## src/logic/ecl_regs.svh

```systemverilog
// configuration-space offsets, field positions and loader constants
`ifndef ECL_REGS_SVH
`define ECL_REGS_SVH

// configuration dword byte offsets
`define ECL_OFS_IDENT        8'h00
`define ECL_OFS_CMD_STATUS   8'h04
`define ECL_OFS_REVISION     8'h08
`define ECL_OFS_MEM_BAR      8'h10
`define ECL_OFS_BOARD        8'h2c
`define ECL_OFS_CAP_PTR      8'h34
`define ECL_OFS_LINE_GNT_LAT 8'h3c
`define ECL_OFS_POWER_CAP    8'h50
`define ECL_OFS_POWER_CTRL   8'h54

// serial rom word addresses
`define ECL_WORD_CONFIG      4'h0
`define ECL_WORD_CHIP_CTRL   4'h1
`define ECL_WORD_BOARD_MAKER 4'h2
`define ECL_WORD_BOARD_ID    4'h3
`define ECL_WORD_LAST        4'h6

// config_param_word bit positions
`define ECL_CP_FAST          0
`define ECL_CP_BELOW_1MB     1
`define ECL_CP_BAR_OFF       2
`define ECL_CP_COLD_WAKE     3
`define ECL_CP_LIGHT_SLEEP   4
`define ECL_CP_DEEP_SLEEP    5
`define ECL_CP_WAKE_EN       6
`define ECL_CP_GNT_LSB       7
`define ECL_CP_LAT_LSB       11

// power_control_status bit positions
`define ECL_PC_WAKE_EN       8
`define ECL_PC_SEL_LSB       9
`define ECL_PC_SCALE_LSB     13
`define ECL_PC_WAKE_STAT     15

// reset values
`define ECL_BOARD_RST        16'h0000
`define ECL_POWER_CAP_ID     8'h01
`define ECL_POWER_CAP_VER    3'h2

`endif

```

## src/logic/ecl_pkg.sv

```systemverilog
// types shared by the configuration autoload block
package ecl_pkg;

	// loader sequence
	typedef enum logic [1:0] {
		LD_IDLE,
		LD_REQ,
		LD_WAIT,
		LD_DONE
	} ecl_load_t;

	// data scale codes
	typedef enum logic [1:0] {
		SCALE_UNKNOWN,
		SCALE_TENTH,
		SCALE_HUNDREDTH,
		SCALE_THOUSANDTH
	} ecl_scale_t;

	// whole block state
	typedef struct packed {
		ecl_load_t   st;
		logic [3:0]  word;
		logic        rom_req;
		logic        done;
		logic [15:0] board_maker;
		logic [15:0] board_id;
		logic        fast_cap;
		logic        below_1mb;
		logic        bar_off;
		logic        cold_wake;
		logic        light_cap;
		logic        deep_cap;
		logic [3:0]  min_gnt;
		logic [4:0]  max_lat;
		logic [24:0] bar_base;
		logic [7:0]  int_line;
		logic [1:0]  pstate;
		logic        wake_en;
		logic [3:0]  data_sel;
		logic        wake_stat;
		logic [31:0] rdata;
		logic        ack;
		logic        wake_out;
		logic        wake_s1;
		logic        wake_s2;
		logic        wake_s3;
	} ecl_state_t;

endpackage

```

## src/logic/ecl_autoload.sv

```systemverilog
// serial rom autoload into configuration-space fields
//
// Functional notes
// [RL1] data scale reports unknown, 0.1, 0.01, 0.001
// [RL2] wake status sets on wake, ignoring enable
// [RL3] revision byte at 0x08, read only
// [RL4] board id from rom word 3, read only
// [RL5] board maker at 0x2c, zero reset, word 2
// [RL6] fixed maker id at offset 0x00
// [RL7] rom words decoded by address
// [RL8] words 7 and above have no effect
// [RL9] config bit 0 sets fast consecutive cap
// [RL10] config bit 1 sets memory map kind bit 2
// [RL11] config bit 2 disables memory window bar
// [RL12] config bit 3 loads wake mask bit 15
// [RL13] config bit 4 loads light sleep, mask 12
// [RL14] config bit 5 loads deep sleep, mask 13
// [RL15] config bit 6 presets wake event enable
// [RL16] config bits 10:7 load min grant 7:4
// [RL17] config bits 15:11 load max latency 5:1
// [RL18] wake mask bits 14 and 11 always one
// [RL19] load after reset, in order, defaults before
// [RL20] loaded read-only fields ignore host writes
`timescale 1ns/1ns
`include "ecl_regs.svh"

module ecl_autoload
	import ecl_pkg::*;
#(
	parameter logic [15:0] MAKER_ID    = 16'h0a5a, // arbitrary value
	parameter logic [15:0] DEVICE_ID   = 16'h0001, // arbitrary value
	parameter logic [7:0]  REVISION_ID = 8'h01,    // arbitrary value
	parameter logic [31:0] SCALE_MAP   = 32'h0000_0000,
	parameter int          BAR_BITS    = 7
) (
	// clock and reset
	input  wire logic        sys_clk_in,
	input  wire logic        rst_in,
	// configuration cycles
	input  wire logic        cfg_req_in,
	input  wire logic        cfg_write_in,
	input  wire logic [7:0]  cfg_addr_in,
	input  wire logic [3:0]  cfg_byte_en_in,
	input  wire logic [31:0] cfg_wdata_in,
	output logic      [31:0] cfg_rdata_out,
	output logic             cfg_ack_out,
	// serial rom word port
	output logic             rom_req_out,
	output logic      [3:0]  rom_addr_out,
	input  wire logic [15:0] rom_data_in,
	input  wire logic        rom_valid_in,
	// power management, bar enable and load status
	input  wire logic        wake_event_in,
	output logic             wake_out,
	output logic      [1:0]  power_state_out,
	output logic             mem_bar_enable_out,
	output logic             load_done_out
);

	ecl_state_t state_reg;
	ecl_state_t state_next;
	logic [31:0] rd_word;
	logic        wake_edge;
	logic        wr_hit;

	// scale factor of the selected data item
	function automatic ecl_scale_t scale_of(input logic [3:0] sel);
		scale_of = ecl_scale_t'(SCALE_MAP[{sel, 1'b0} +: 2]);
	endfunction

	// write enable of one byte lane for the addressed dword
	function automatic logic lane(input logic [7:0] ofs, input int b);
		lane = wr_hit && cfg_addr_in == ofs && cfg_byte_en_in[b];
	endfunction

	// read multiplexer over the configuration header
	always_comb begin
		rd_word = 32'h0000_0000;
		unique case (cfg_addr_in)
			`ECL_OFS_IDENT:
				rd_word = {DEVICE_ID, MAKER_ID}; // [RL6]
			`ECL_OFS_CMD_STATUS:
				rd_word = {8'h00, state_reg.fast_cap, 3'h0, 1'b1, 3'h0, 16'h0000}; // [RL9]
			`ECL_OFS_REVISION:
				rd_word = {24'h00_0000, REVISION_ID}; // [RL3]
			`ECL_OFS_MEM_BAR:
				if (!state_reg.bar_off) begin // [RL11]
					rd_word = {state_reg.bar_base, {(BAR_BITS - 4){1'b0}},
						1'b0, state_reg.below_1mb, 1'b0, 1'b0}; // [RL10]
				end
			`ECL_OFS_BOARD:
				rd_word = {state_reg.board_id, state_reg.board_maker}; // [RL4] [RL5]
			`ECL_OFS_CAP_PTR:
				rd_word = {24'h00_0000, `ECL_OFS_POWER_CAP};
			`ECL_OFS_LINE_GNT_LAT:
				rd_word = {2'b00, state_reg.max_lat, 1'b0, state_reg.min_gnt, 4'h0, // [RL16] [RL17]
					8'h01, state_reg.int_line};
			`ECL_OFS_POWER_CAP:
				rd_word = {state_reg.cold_wake, 1'b1, state_reg.deep_cap, // [RL12] [RL14]
					state_reg.light_cap, 1'b1, // [RL13] [RL18]
					state_reg.deep_cap, state_reg.light_cap, 6'h00,
					`ECL_POWER_CAP_VER, 8'h00, `ECL_POWER_CAP_ID};
			`ECL_OFS_POWER_CTRL:
				rd_word = {16'h0000, state_reg.wake_stat, scale_of(state_reg.data_sel), // [RL1]
					state_reg.data_sel, state_reg.wake_en, 6'h00, state_reg.pstate};
			default:
				rd_word = 32'h0000_0000;
		endcase
	end

	assign wake_edge = state_reg.wake_s2 && !state_reg.wake_s3;
	assign wr_hit    = cfg_req_in && cfg_write_in;

	// next state of loader, registers and answers
	always_comb begin
		state_next = state_reg;
		// wake pin synchroniser and edge
		state_next.wake_s1 = wake_event_in;
		state_next.wake_s2 = state_reg.wake_s1;
		state_next.wake_s3 = state_reg.wake_s2;

		// configuration answer, one cycle after the request
		state_next.ack   = cfg_req_in;
		state_next.rdata = (cfg_req_in && !cfg_write_in) ? rd_word : 32'h0000_0000;

		// host writes reach only the writable fields
		if (lane(`ECL_OFS_MEM_BAR, 3) && !state_reg.bar_off) begin
			state_next.bar_base[24 -: 8] = cfg_wdata_in[31:24];
		end
		if (lane(`ECL_OFS_MEM_BAR, 2) && !state_reg.bar_off) begin
			state_next.bar_base[16 -: 8] = cfg_wdata_in[23:16];
		end
		if (lane(`ECL_OFS_MEM_BAR, 1) && !state_reg.bar_off) begin
			state_next.bar_base[8 -: 8] = cfg_wdata_in[15:8];
		end
		if (lane(`ECL_OFS_MEM_BAR, 0) && !state_reg.bar_off) begin
			state_next.bar_base[0] = cfg_wdata_in[7];
		end
		if (lane(`ECL_OFS_LINE_GNT_LAT, 0)) begin
			state_next.int_line = cfg_wdata_in[7:0];
		end
		if (lane(`ECL_OFS_POWER_CTRL, 0)) begin
			state_next.pstate = cfg_wdata_in[1:0];
		end
		if (lane(`ECL_OFS_POWER_CTRL, 1)) begin
			state_next.wake_en  = cfg_wdata_in[`ECL_PC_WAKE_EN];
			state_next.data_sel = cfg_wdata_in[`ECL_PC_SEL_LSB +: 4];
			if (cfg_wdata_in[`ECL_PC_WAKE_STAT]) begin
				state_next.wake_stat = 1'b0;
			end
		end
		// a wake event beats a clear in the same cycle
		if (wake_edge) begin
			state_next.wake_stat = 1'b1; // [RL2]
		end
		state_next.wake_out = state_next.wake_stat && state_next.wake_en;

		// autoload sequence over rom words 0 to 6
		state_next.rom_req = 1'b0;
		unique case (state_reg.st)
			LD_IDLE: begin
				state_next.word = `ECL_WORD_CONFIG; // [RL19]
				state_next.st   = LD_REQ;
			end
			LD_REQ: begin
				state_next.rom_req = 1'b1;
				state_next.st      = LD_WAIT;
			end
			LD_WAIT: begin
				if (rom_valid_in) begin
					unique case (state_reg.word) // [RL7]
						`ECL_WORD_CONFIG: begin
							state_next.fast_cap  = rom_data_in[`ECL_CP_FAST]; // [RL9]
							state_next.below_1mb = rom_data_in[`ECL_CP_BELOW_1MB]; // [RL10]
							state_next.bar_off   = rom_data_in[`ECL_CP_BAR_OFF]; // [RL11]
							state_next.cold_wake = rom_data_in[`ECL_CP_COLD_WAKE]; // [RL12]
							state_next.light_cap = rom_data_in[`ECL_CP_LIGHT_SLEEP]; // [RL13]
							state_next.deep_cap  = rom_data_in[`ECL_CP_DEEP_SLEEP]; // [RL14]
							state_next.wake_en   = rom_data_in[`ECL_CP_WAKE_EN]; // [RL15]
							state_next.min_gnt   = rom_data_in[`ECL_CP_GNT_LSB +: 4]; // [RL16]
							state_next.max_lat   = rom_data_in[`ECL_CP_LAT_LSB +: 5]; // [RL17]
						end
						`ECL_WORD_BOARD_MAKER:
							state_next.board_maker = rom_data_in; // [RL5]
						`ECL_WORD_BOARD_ID:
							state_next.board_id = rom_data_in; // [RL4]
						default: begin
							// chip control, base and indicator words are read and not stored
						end
					endcase
					if (state_reg.word == `ECL_WORD_LAST) begin
						state_next.st   = LD_DONE; // [RL8]
						state_next.done = 1'b1;
					end else begin
						state_next.word = state_reg.word + 4'h1; // [RL19]
						state_next.st   = LD_REQ;
					end
				end
			end
			LD_DONE: begin
				state_next.st = LD_DONE; // [RL20]
			end
		endcase
	end

	// single state register
	always_ff @(posedge sys_clk_in or posedge rst_in) begin
		if (rst_in) begin
			state_reg             <= '0;
			state_reg.st          <= LD_IDLE;
			state_reg.board_maker <= `ECL_BOARD_RST; // [RL5]
			state_reg.board_id    <= `ECL_BOARD_RST;
		end else begin
			state_reg <= state_next;
		end
	end

	// outputs straight from the state register
	assign cfg_rdata_out      = state_reg.rdata;
	assign cfg_ack_out        = state_reg.ack;
	assign rom_req_out        = state_reg.rom_req;
	assign rom_addr_out       = state_reg.word;
	assign wake_out           = state_reg.wake_out;
	assign power_state_out    = state_reg.pstate;
	assign mem_bar_enable_out = !state_reg.bar_off;
	assign load_done_out      = state_reg.done;

endmodule // ecl_autoload

```

## config.mk

```make
export PLATFORM = sky130hd
export DESIGN_NAME = ecl_autoload
export DESIGN_NICKNAME = d
export VERILOG_FILES = /design/src/logic/ecl_pkg.sv /design/src/logic/ecl_autoload.sv
export VERILOG_INCLUDE_DIRS = /design/src /design/src/logic
export SDC_FILE = /design/constraint.sdc
export NUM_CORES = 1
export LEC_CHECK = 0
export BUFFER_PORTS_ARGS = -buffer_cell sky130_fd_sc_hd__clkbuf_2
export CORE_ASPECT_RATIO = 0.9
export CORE_UTILIZATION = 28
export CTS_BUF_LIST = sky130_fd_sc_hd__clkbuf_2
export DETAILED_ROUTE_END_ITERATION = 10
export PLACE_DENSITY_LB_ADDON = 0.25
export RECOVER_POWER = 25
export SYNTH_ARGS = -nofsm -noshare
export SYNTH_HDL_FRONTEND = slang
export SYNTH_SLANG_ARGS = --single-unit
```

## constraint.sdc

```tcl
create_clock -name sys_clk_in -period 4 [get_ports sys_clk_in]
set_input_delay 0.4 -clock sys_clk_in [delete_from_list [all_inputs] [get_ports sys_clk_in]]
set_output_delay 0.4 -clock sys_clk_in [all_outputs]
set_load 0.05 [all_outputs]
```

== Yosys cells after proc, flatten, opt, wreduce, memory -nomap -nowiden ==
Cells that the tools add are included.

* Register bits after elaboration: 133
* Output and inout port bits: 43

* $add $sub $neg: 1
* Eq/ne operators: 16
* Shifts and indexed selects: 1
* Muxes and demuxes: 15
* Reduce and logical (&&, ||, !) cells: 30

{| class="wikitable"
|+ Operators by type and width
! operator !! count
|-
| $pmux W32 S9 || 1
|-
| $mux W32 || 2
|-
| $shiftx A32 B6 Y2 const A || 1
|-
| $eq A8 B6 Y1 const B || 3
|-
| $logic_and A1 B1 Y1 || 18
|-
| $eq A8 B7 Y1 const B || 2
|-
| $reduce_and A3 Y1 || 5
|-
| $mux W6 || 2
|-
| $eq A4 B2 Y1 const B || 2
|-
| $eq A8 B3 Y1 const B || 1
|-
| $eq A8 B4 Y1 const B || 1
|-
| $eq A8 B5 Y1 const B || 1
|-
| $logic_not A8 Y1 || 1
|-
| $pmux W2 S4 || 1
|-
| $pmux W4 S2 || 1
|-
| $mux W1 || 6
|-
| $add A4 B1 Y4 const B || 1
|-
| $eq A2 B2 Y1 const B || 2
|-
| $eq A4 B3 Y1 const B || 1
|-
| $logic_not A4 Y1 || 1
|-
| $mux W4 || 1
|-
| $ne A2 B2 Y1 const B || 2
|-
| $logic_not A1 Y1 || 3
|-
| $eq A2 B1 Y1 const B || 1
|-
| other kinds (3) || 3
|}

== Logic depth before layout (Yosys ltp) ==
Gate-level depths: netlist (run 1).

* Depth in word-level cells: 7
* Gate-level depth with buffers: 7
* Mapped depth without buffers: 6

== Worst setup path before layout (run 1) ==
OpenSTA, ideal clock, no wires.

* Path type: input-to-reg
* Start point: input port cfg_addr_in[1]
* End point: register state_reg[54] (netlist bit)
* Data arrival time: 1.916 ns
* Data required time: 3.875 ns
* Path slack: 1.959 ns
* Cell stages on the path: 5
* Buffers on the path: 1
* Cells stage by stage: or4_4 nor3b_4 and2_1 buf_2 mux2_2

* Word-level cells in the longest chain between the ends: 4

{| class="wikitable"
|+ RTL lines
! item !! RTL line !! text
|-
| from (decl) || ecl_autoload.sv:42 || <nowiki>input wire logic [7:0] cfg_addr_in,</nowiki>
|-
| $eq A8 B5 Y1 || ecl_autoload.sv:73 || <nowiki>lane = wr_hit && cfg_addr_in == ofs && cfg_byte_en_in[b];</nowiki>
|-
| $logic_and A1 B1 Y1 (2 in a row) || ecl_autoload.sv:73 ||
|-
| $logic_and A1 B1 Y1 || ecl_autoload.sv:133 || <nowiki>if (lane(`ECL_OFS_MEM_BAR, 1) && !state_reg.bar_off) begin</nowiki>
|-
| to (signal assigned) || ecl_autoload.sv:214 || <nowiki>state_reg <= state_next;</nowiki>
|-
| to (decl) || ecl_autoload.sv:60 || <nowiki>ecl_state_t state_reg;</nowiki>
|}

No other way between the ends.
A chain may end at the register's enable or synchronous reset.

==> results.toml, run 1 <==
[final_layout]
stdcell_count = 855
layout-drive-gt1-share_pct = 42.24
largest_reg_flops = 89
final_area_mm2 = 0.007196
nets = 655
area_growth_syn_to_layout_pct = 22.81

[synthesis]
synth_common_cells = "dfrtp_1, mux2_2, buf_4, nand2_1, nor2_1"
yosys-top-cells-area = "dfrtp_1, mux2_2, buf_4"
synth-compound-area-share_pct = 7.025
syn_area_mm2 = 0.005859
yosys.area_share.simple_pct = 9.588
syn-mean-instance-area_um2 = 12.85
syn_nets = 525
synth_warnings = 0
yosys.area.top_type = "dfrtp_1"
synth_top_family_by_area = "multiplexers"
synth_mux_area_share_pct = 19.22
synth_fa_ha_area_share_pct = 0.6406
syn_inst = 456
synth_top_area_share_pct = 56.80
dominantRegCellSynth = "dfrtp_1"
synth-seq-area-share_pct = 56.80
synth-seq-cells = 133
synth_enable_flop_cells = 0
synthDistinctLibCells = 48
synthArstFlopShare_pct = 100.0
yosysMostFrequentCell = "dfrtp_1"
synth-xor-area-share_pct = 0

[clocking]
post_cts_buffers = 0
cts_tree = "built"
cts_buffer_depth = 2
clk_latency_ns = 0.67
cts_sinks = 133
cts.clk_slew.worst_paths_ns = 0.19
cts_made_buffers = 17
ctsHtreeMaxLevel = 4
cts_root_buf = "clkbuf_2"

[outcome]
violations = "capacitance limit, slew limit"
status = "finished, violations left"

[floorplanning]
die_w_um = 154.5
dieHeight_um = 139.2
dieArea_mm2 = 0.02151
core_area_mm2 = 0.02023
rows = 49
io_pins = 109
start_util_pct = 28.96

[worst_setup_path]
r2r_slack_ns = 1.13
rr_worst_depth = 5
startpoint_type = "input port"
crit_path_end_kind = "asynchronous set/reset pin"
path_max_fanout = 75
worstPathArrival_ns = 3.11
required_ns = 4.18
path_class = "input port to asynchronous set/reset pin"

[global_routing]
grt_max_degree = 76
top_usage_layer = "met2"
grt_pass1_wl_um = 24120
use_met3_pct = 3.675
met1_usage_pct = 20.88
grt_pass1_vias = 4251
antenna_found_initial = 1
global_route.usage.met2_pct = 22.77
grt_use_total_pct = 14.91
gr-total-overflow = 0

[placement]
place_ws_ns = 1.413
io_buffers = 108
gp_congestion = 0.8233
dp_hpwl_um = 10980
placed_area_mm2 = 0.006410
dpl.cell_count = 768

[sta]
maxClockFrequency_mhz = 341.5
max_slew_margin_pct = -94.04
fin_ws_ns = 1.071
skew_ns = 0.02033
finalMaxSlewViolations = 76
period_share_pct = 73.21
tns_ns = 0
period_minus_slack_ns = 2.929
holdWs_ns = 0.08674
tightest_slew_ns = 2.911
rsz0062_at_grt = "false"
finalSetupViolations = 0
hold_viol_final = 0

[routing]
antenna_left = 0
postRouteWirelength_um = 15120
drc = 0
routed_via_density = 4.764
vias = 4073
drt_iter0_drc = 274
firstDrtPassIters = 5
wl_per_cell_um = 17.68

[power_and_ir_drop]
peakVddDrop_uv = 151.4
p_per_area_mw_per_mm2 = 362.6
power_leakage_nw = 3.616

[min_path]
hp-class = "input port to register"
worstHoldPathCells = 4

[flow_run]
maxCapViolations = 1
-- layer usage --
metal	vias to the layer above	share of wire, %
met1	2061	47
li1	1871	-
met4	0	1.4
met5	-	0
met2	126	46
met3	15	5.0
-- stage by stage --
step                      utilization, %  total power [mW]
after CTS                          35.58             2.652
after global routing               35.57             2.755
after detailed placement           31.68             1.766
after global placement             31.68             1.759
after floorplan                        -             1.666
final                              35.57             2.609
-- cell families after synthesis --
group,Yosys count
DFF,133
AOI/OAI and AO/OA,55
adders and majority gates,3
muxes,100
and+or+nand+nor,101
buffers and inverters,64
-- worst max-delay path: stages --
cell and delay (ns):
dlygate4sd3_1 0.53, clkbuf_2 0.10, inv_1 2.01
-- what timing repair did --
item | in CTS | in global routing
hold endpoints to repair | 166 | 0
hold buffers | 54 | 0
resized for setup | 0 | 0
-- where the power goes --
| group | leakage (nW) | internal (mW) | switching, mW | total, mW |
|---|---|---|---|---|
| Combinational | 1.67 | 0.141 | 0.196 | 0.336 |
| Clock | 0.137 | 0.338 | 0.496 | 0.834 |
| Sequential | 1.81 | 1.39 | 0.0510 | 1.44 |
| Total | 3.62 | 1.87 | 0.743 | 2.61 |
-- worst paths after layout --
check	start	to
min in group asynchronous	rst_in	rom_req_out$_DFF_PP0_
setup reg to reg	state_reg[131]$_DFFE_PP0P_	state_reg[42]$_DFF_PP0_
setup / recovery	rst_in	state_reg[95]$_DFFE_PP0P_
hold / removal	cfg_addr_in[0]	cfg_rdata_out[0]$_DFF_PP0_
max in group sys_clk_in	state_reg[131]$_DFFE_PP0P_	state_reg[42]$_DFF_PP0_
hold reg to reg	state_next[1]$_DFF_PP0_	state_next[0]$_DFF_PP0_
-- cells in the final DEF, fill, tap and decap left out, types with 3 or more instances in the layout --
cell,instances
dfrtp_1,133
clkbuf_2,124
dlygate4sd3_1,54
a222oi_1,5
buf_4,6
nand2_1,28
nor2b_1,5
a32oi_1,4
o21ai_0,4
bufinv_16,3
clkinvlp_4,5
mux2_2,100
a22oi_1,5
nor4_1,3
nand3_1,4
ha_1,3
and3_1,11
a21oi_1,12
a221o_1,5
clkinv_2,4
nor2_1,24
inv_1,7
o2bb2ai_1,4
-- layout make-up --
type | count | area, um2
inverters | 7 | 26.28
diodes | 1 | 2.502
fillers | 2058 | 13040
clock inverters | 15 | 163.9
flip-flops and latches | 133 | 3328
well taps | 255 | 319.1
multi-input cells | 259 | 2146
clock buffers | 17 | 85.08
repair buffers | 168 | 1125
No activity file was read; power rests on OpenSTA's default activity.
==> run 2, diff against run 1 <==
==> constraint.sdc (replaced) <==
create_clock -name sys_clk_in -period 2.4 [get_ports sys_clk_in]
set_input_delay 0.24 -clock sys_clk_in [delete_from_list [all_inputs] [get_ports sys_clk_in]]
set_output_delay 0.24 -clock sys_clk_in [all_outputs]
set_load 0.05 [all_outputs]
==> results.toml, run 2 (synthesized netlist as in run 1, its figures left out) <==
[placement]
place_ws_ns = 0.1316
gp_congestion = 0.8205
io_buffers = 108
placed_area_mm2 = 0.006504
dp_hpwl_um = 10880

[worst_setup_path]
crit_chain = "dlygate4sd3_1 -> clkbuf_1 -> or2_2 -> nor4_1 -> and3_1 -> mux2_2"
startpoint_type = "input port"
r2r-start = "state_reg[131]$_DFFE_PP0P_"
worstPathArrival_ns = 2.88
startpoint = "cfg_addr_in[7]"
path_max_fanout = 8
crit_path_end_kind = "register"
critPathMaxStageDelay_ns = 0.69
path_class = "input port to register"
required_ns = 2.99
critical-path-slowest-cell = "nor4_1"

[clocking]
cts_buffer_depth = 2
cts.clk_slew.worst_paths_ns = 0.22
cts_root_buf = "clkbuf_2"
cts_sinks = 133
post_cts_buffers = 0
cts_tree = "built"
ctsHtreeMaxLevel = 4
clk_latency_ns = 0.68
cts_made_buffers = 17

[final_layout]
largest_reg_flops = 89
area_growth_syn_to_layout_pct = 26.33
final_cell_mix = "dfrtp_1, clkbuf_2, mux2_2, dlygate4sd3_1, nand2_1"
layout-drive-gt1-share_pct = 42.95
nets = 673
final_common_cell = "dfrtp_1"
final_area_mm2 = 0.007402
fin_util_pct = 36.59

[floorplanning]
start_util_pct = 28.96
dieHeight_um = 139.2
die_w_um = 154.5
dieArea_mm2 = 0.02151
io_pins = 109
core_area_mm2 = 0.02023
rows = 49

[sta]
rsz0062_at_grt = "false"
maxClockFrequency_mhz = 436.4
finalMaxSlewViolations = 0
period_minus_slack_ns = 2.291
finalSetupViolations = 0
tightest_slew_ns = 1.200
max_slew_margin_pct = 20.00
fin_ws_ns = 0.1086
tns_ns = 0
skew_ns = 0.02383
period_share_pct = 95.48
hold_viol_final = 0

[power_and_ir_drop]
switchingPower_mw = 1.298
p_sw_share_pct = 27.92
peakVddDrop_uv = 203.4
power_leakage_nw = 3.720
clkPwrFrac_pct = 36.0
power_frac_comb_pct = 12.4
seqPwrFrac_pct = 51.5
p_per_area_mw_per_mm2 = 628.3
p_int_mw = 3.352

[outcome]
status = "finished, final reports clean"

[global_routing]
grt_pass1_wl_um = 24470
gr-total-overflow = 0
grt_max_degree = 126
antenna_found_initial = 1
grt_use_total_pct = 15.18
grt_pass1_vias = 4224

[min_path]
hold_start = "cfg_addr_in[1]"
hp-class = "input port to register"

[routing]
postRouteWirelength_um = 15650
firstDrtPassIters = 4
vias = 4174
drt_iter0_drc = 218
antenna_left = 0
drc = 0
wl_per_cell_um = 17.93
routed_via_density = 4.781

[flow_run]
maxCapViolations = 0
[run 2: power by group through the flow]
stage | sequential [mW] | combinational, mW | clock [mW]
after detailed placement | 2.43 | 0.510 | 0
after global placement | 2.43 | 0.503 | 0
after global routing | 2.41 | 0.631 | 1.83
final | 2.40 | 0.578 | 1.68
after floorplan | 2.42 | 0.358 | 0
after CTS | 2.39 | 0.591 | 1.74
[run 2: through the flow]
step / total power [mW] / std cells / hold WS, ns
after floorplan: 2.777 / 456 / 0.2714
after global placement: 2.933 / 779 / 0.1743
after detailed placement: 2.945 / 779 / 0.1793
after CTS: 4.730 / 872 / 0.007697
after global routing: 4.876 / 873 / 0.02326
final: 4.651 / 873 / 0.08608
[run 2: final timing paths]
check | to | slack [ns] | cells after the start
setup / recovery | state_reg[48]$_DFFE_PP0P_ | 0.11 | 6
hold / removal | cfg_rdata_out[4]$_DFF_PP0_ | 0.09 | 5
setup reg to reg | state_reg[42]$_DFF_PP0_ | 0.17 | 6
hold reg to reg | state_next[0]$_DFF_PP0_ | 0.37 | 0
max in group asynchronous | cfg_rdata_out[14]$_DFF_PP0_ | 0.33 | 5
min in group asynchronous | state_reg[131]$_DFFE_PP0P_ | 0.61 | 4
[run 2: layout make-up]
| class | count | area (um2) |
|---|---|---|
| fill | 2014 | 12830 |
| clock buffer | 17 | 85.08 |
| multi-input combinational | 259 | 2137 |
| antenna | 1 | 2.502 |
| timing repair buffer | 186 | 1276 |
| inverter | 7 | 27.53 |
| sequential | 133 | 3328 |
| tap | 255 | 319.1 |
| clock inverter | 15 | 226.5 |
[run 2: layer usage]
layer / up-vias / global-route usage [%] / routed length [um]
li1: 1901 / - / -
met1: 2144 / 21.12 / 7516
met2: 116 / 23.32 / 7278
met3: 13 / 3.052 / 635
met4: 0 / 5.680 / 223
met5: - / 0 / 0
[run 2: critical path, delay by kind of cell]
family / cells / cell delay (ns)
buffers and inverters: 2 / 0.69
multiplexers: 1 / 0.38
AND/OR/NAND/NOR: 3 / 1.57
[run 2: what timing repair did]
item                                    in CTS  in global routing
endpoints found under the setup margin       0                  1
endpoints found under the hold margin      233                  0
hold buffers                                61                  0
resized for setup                            0                  1
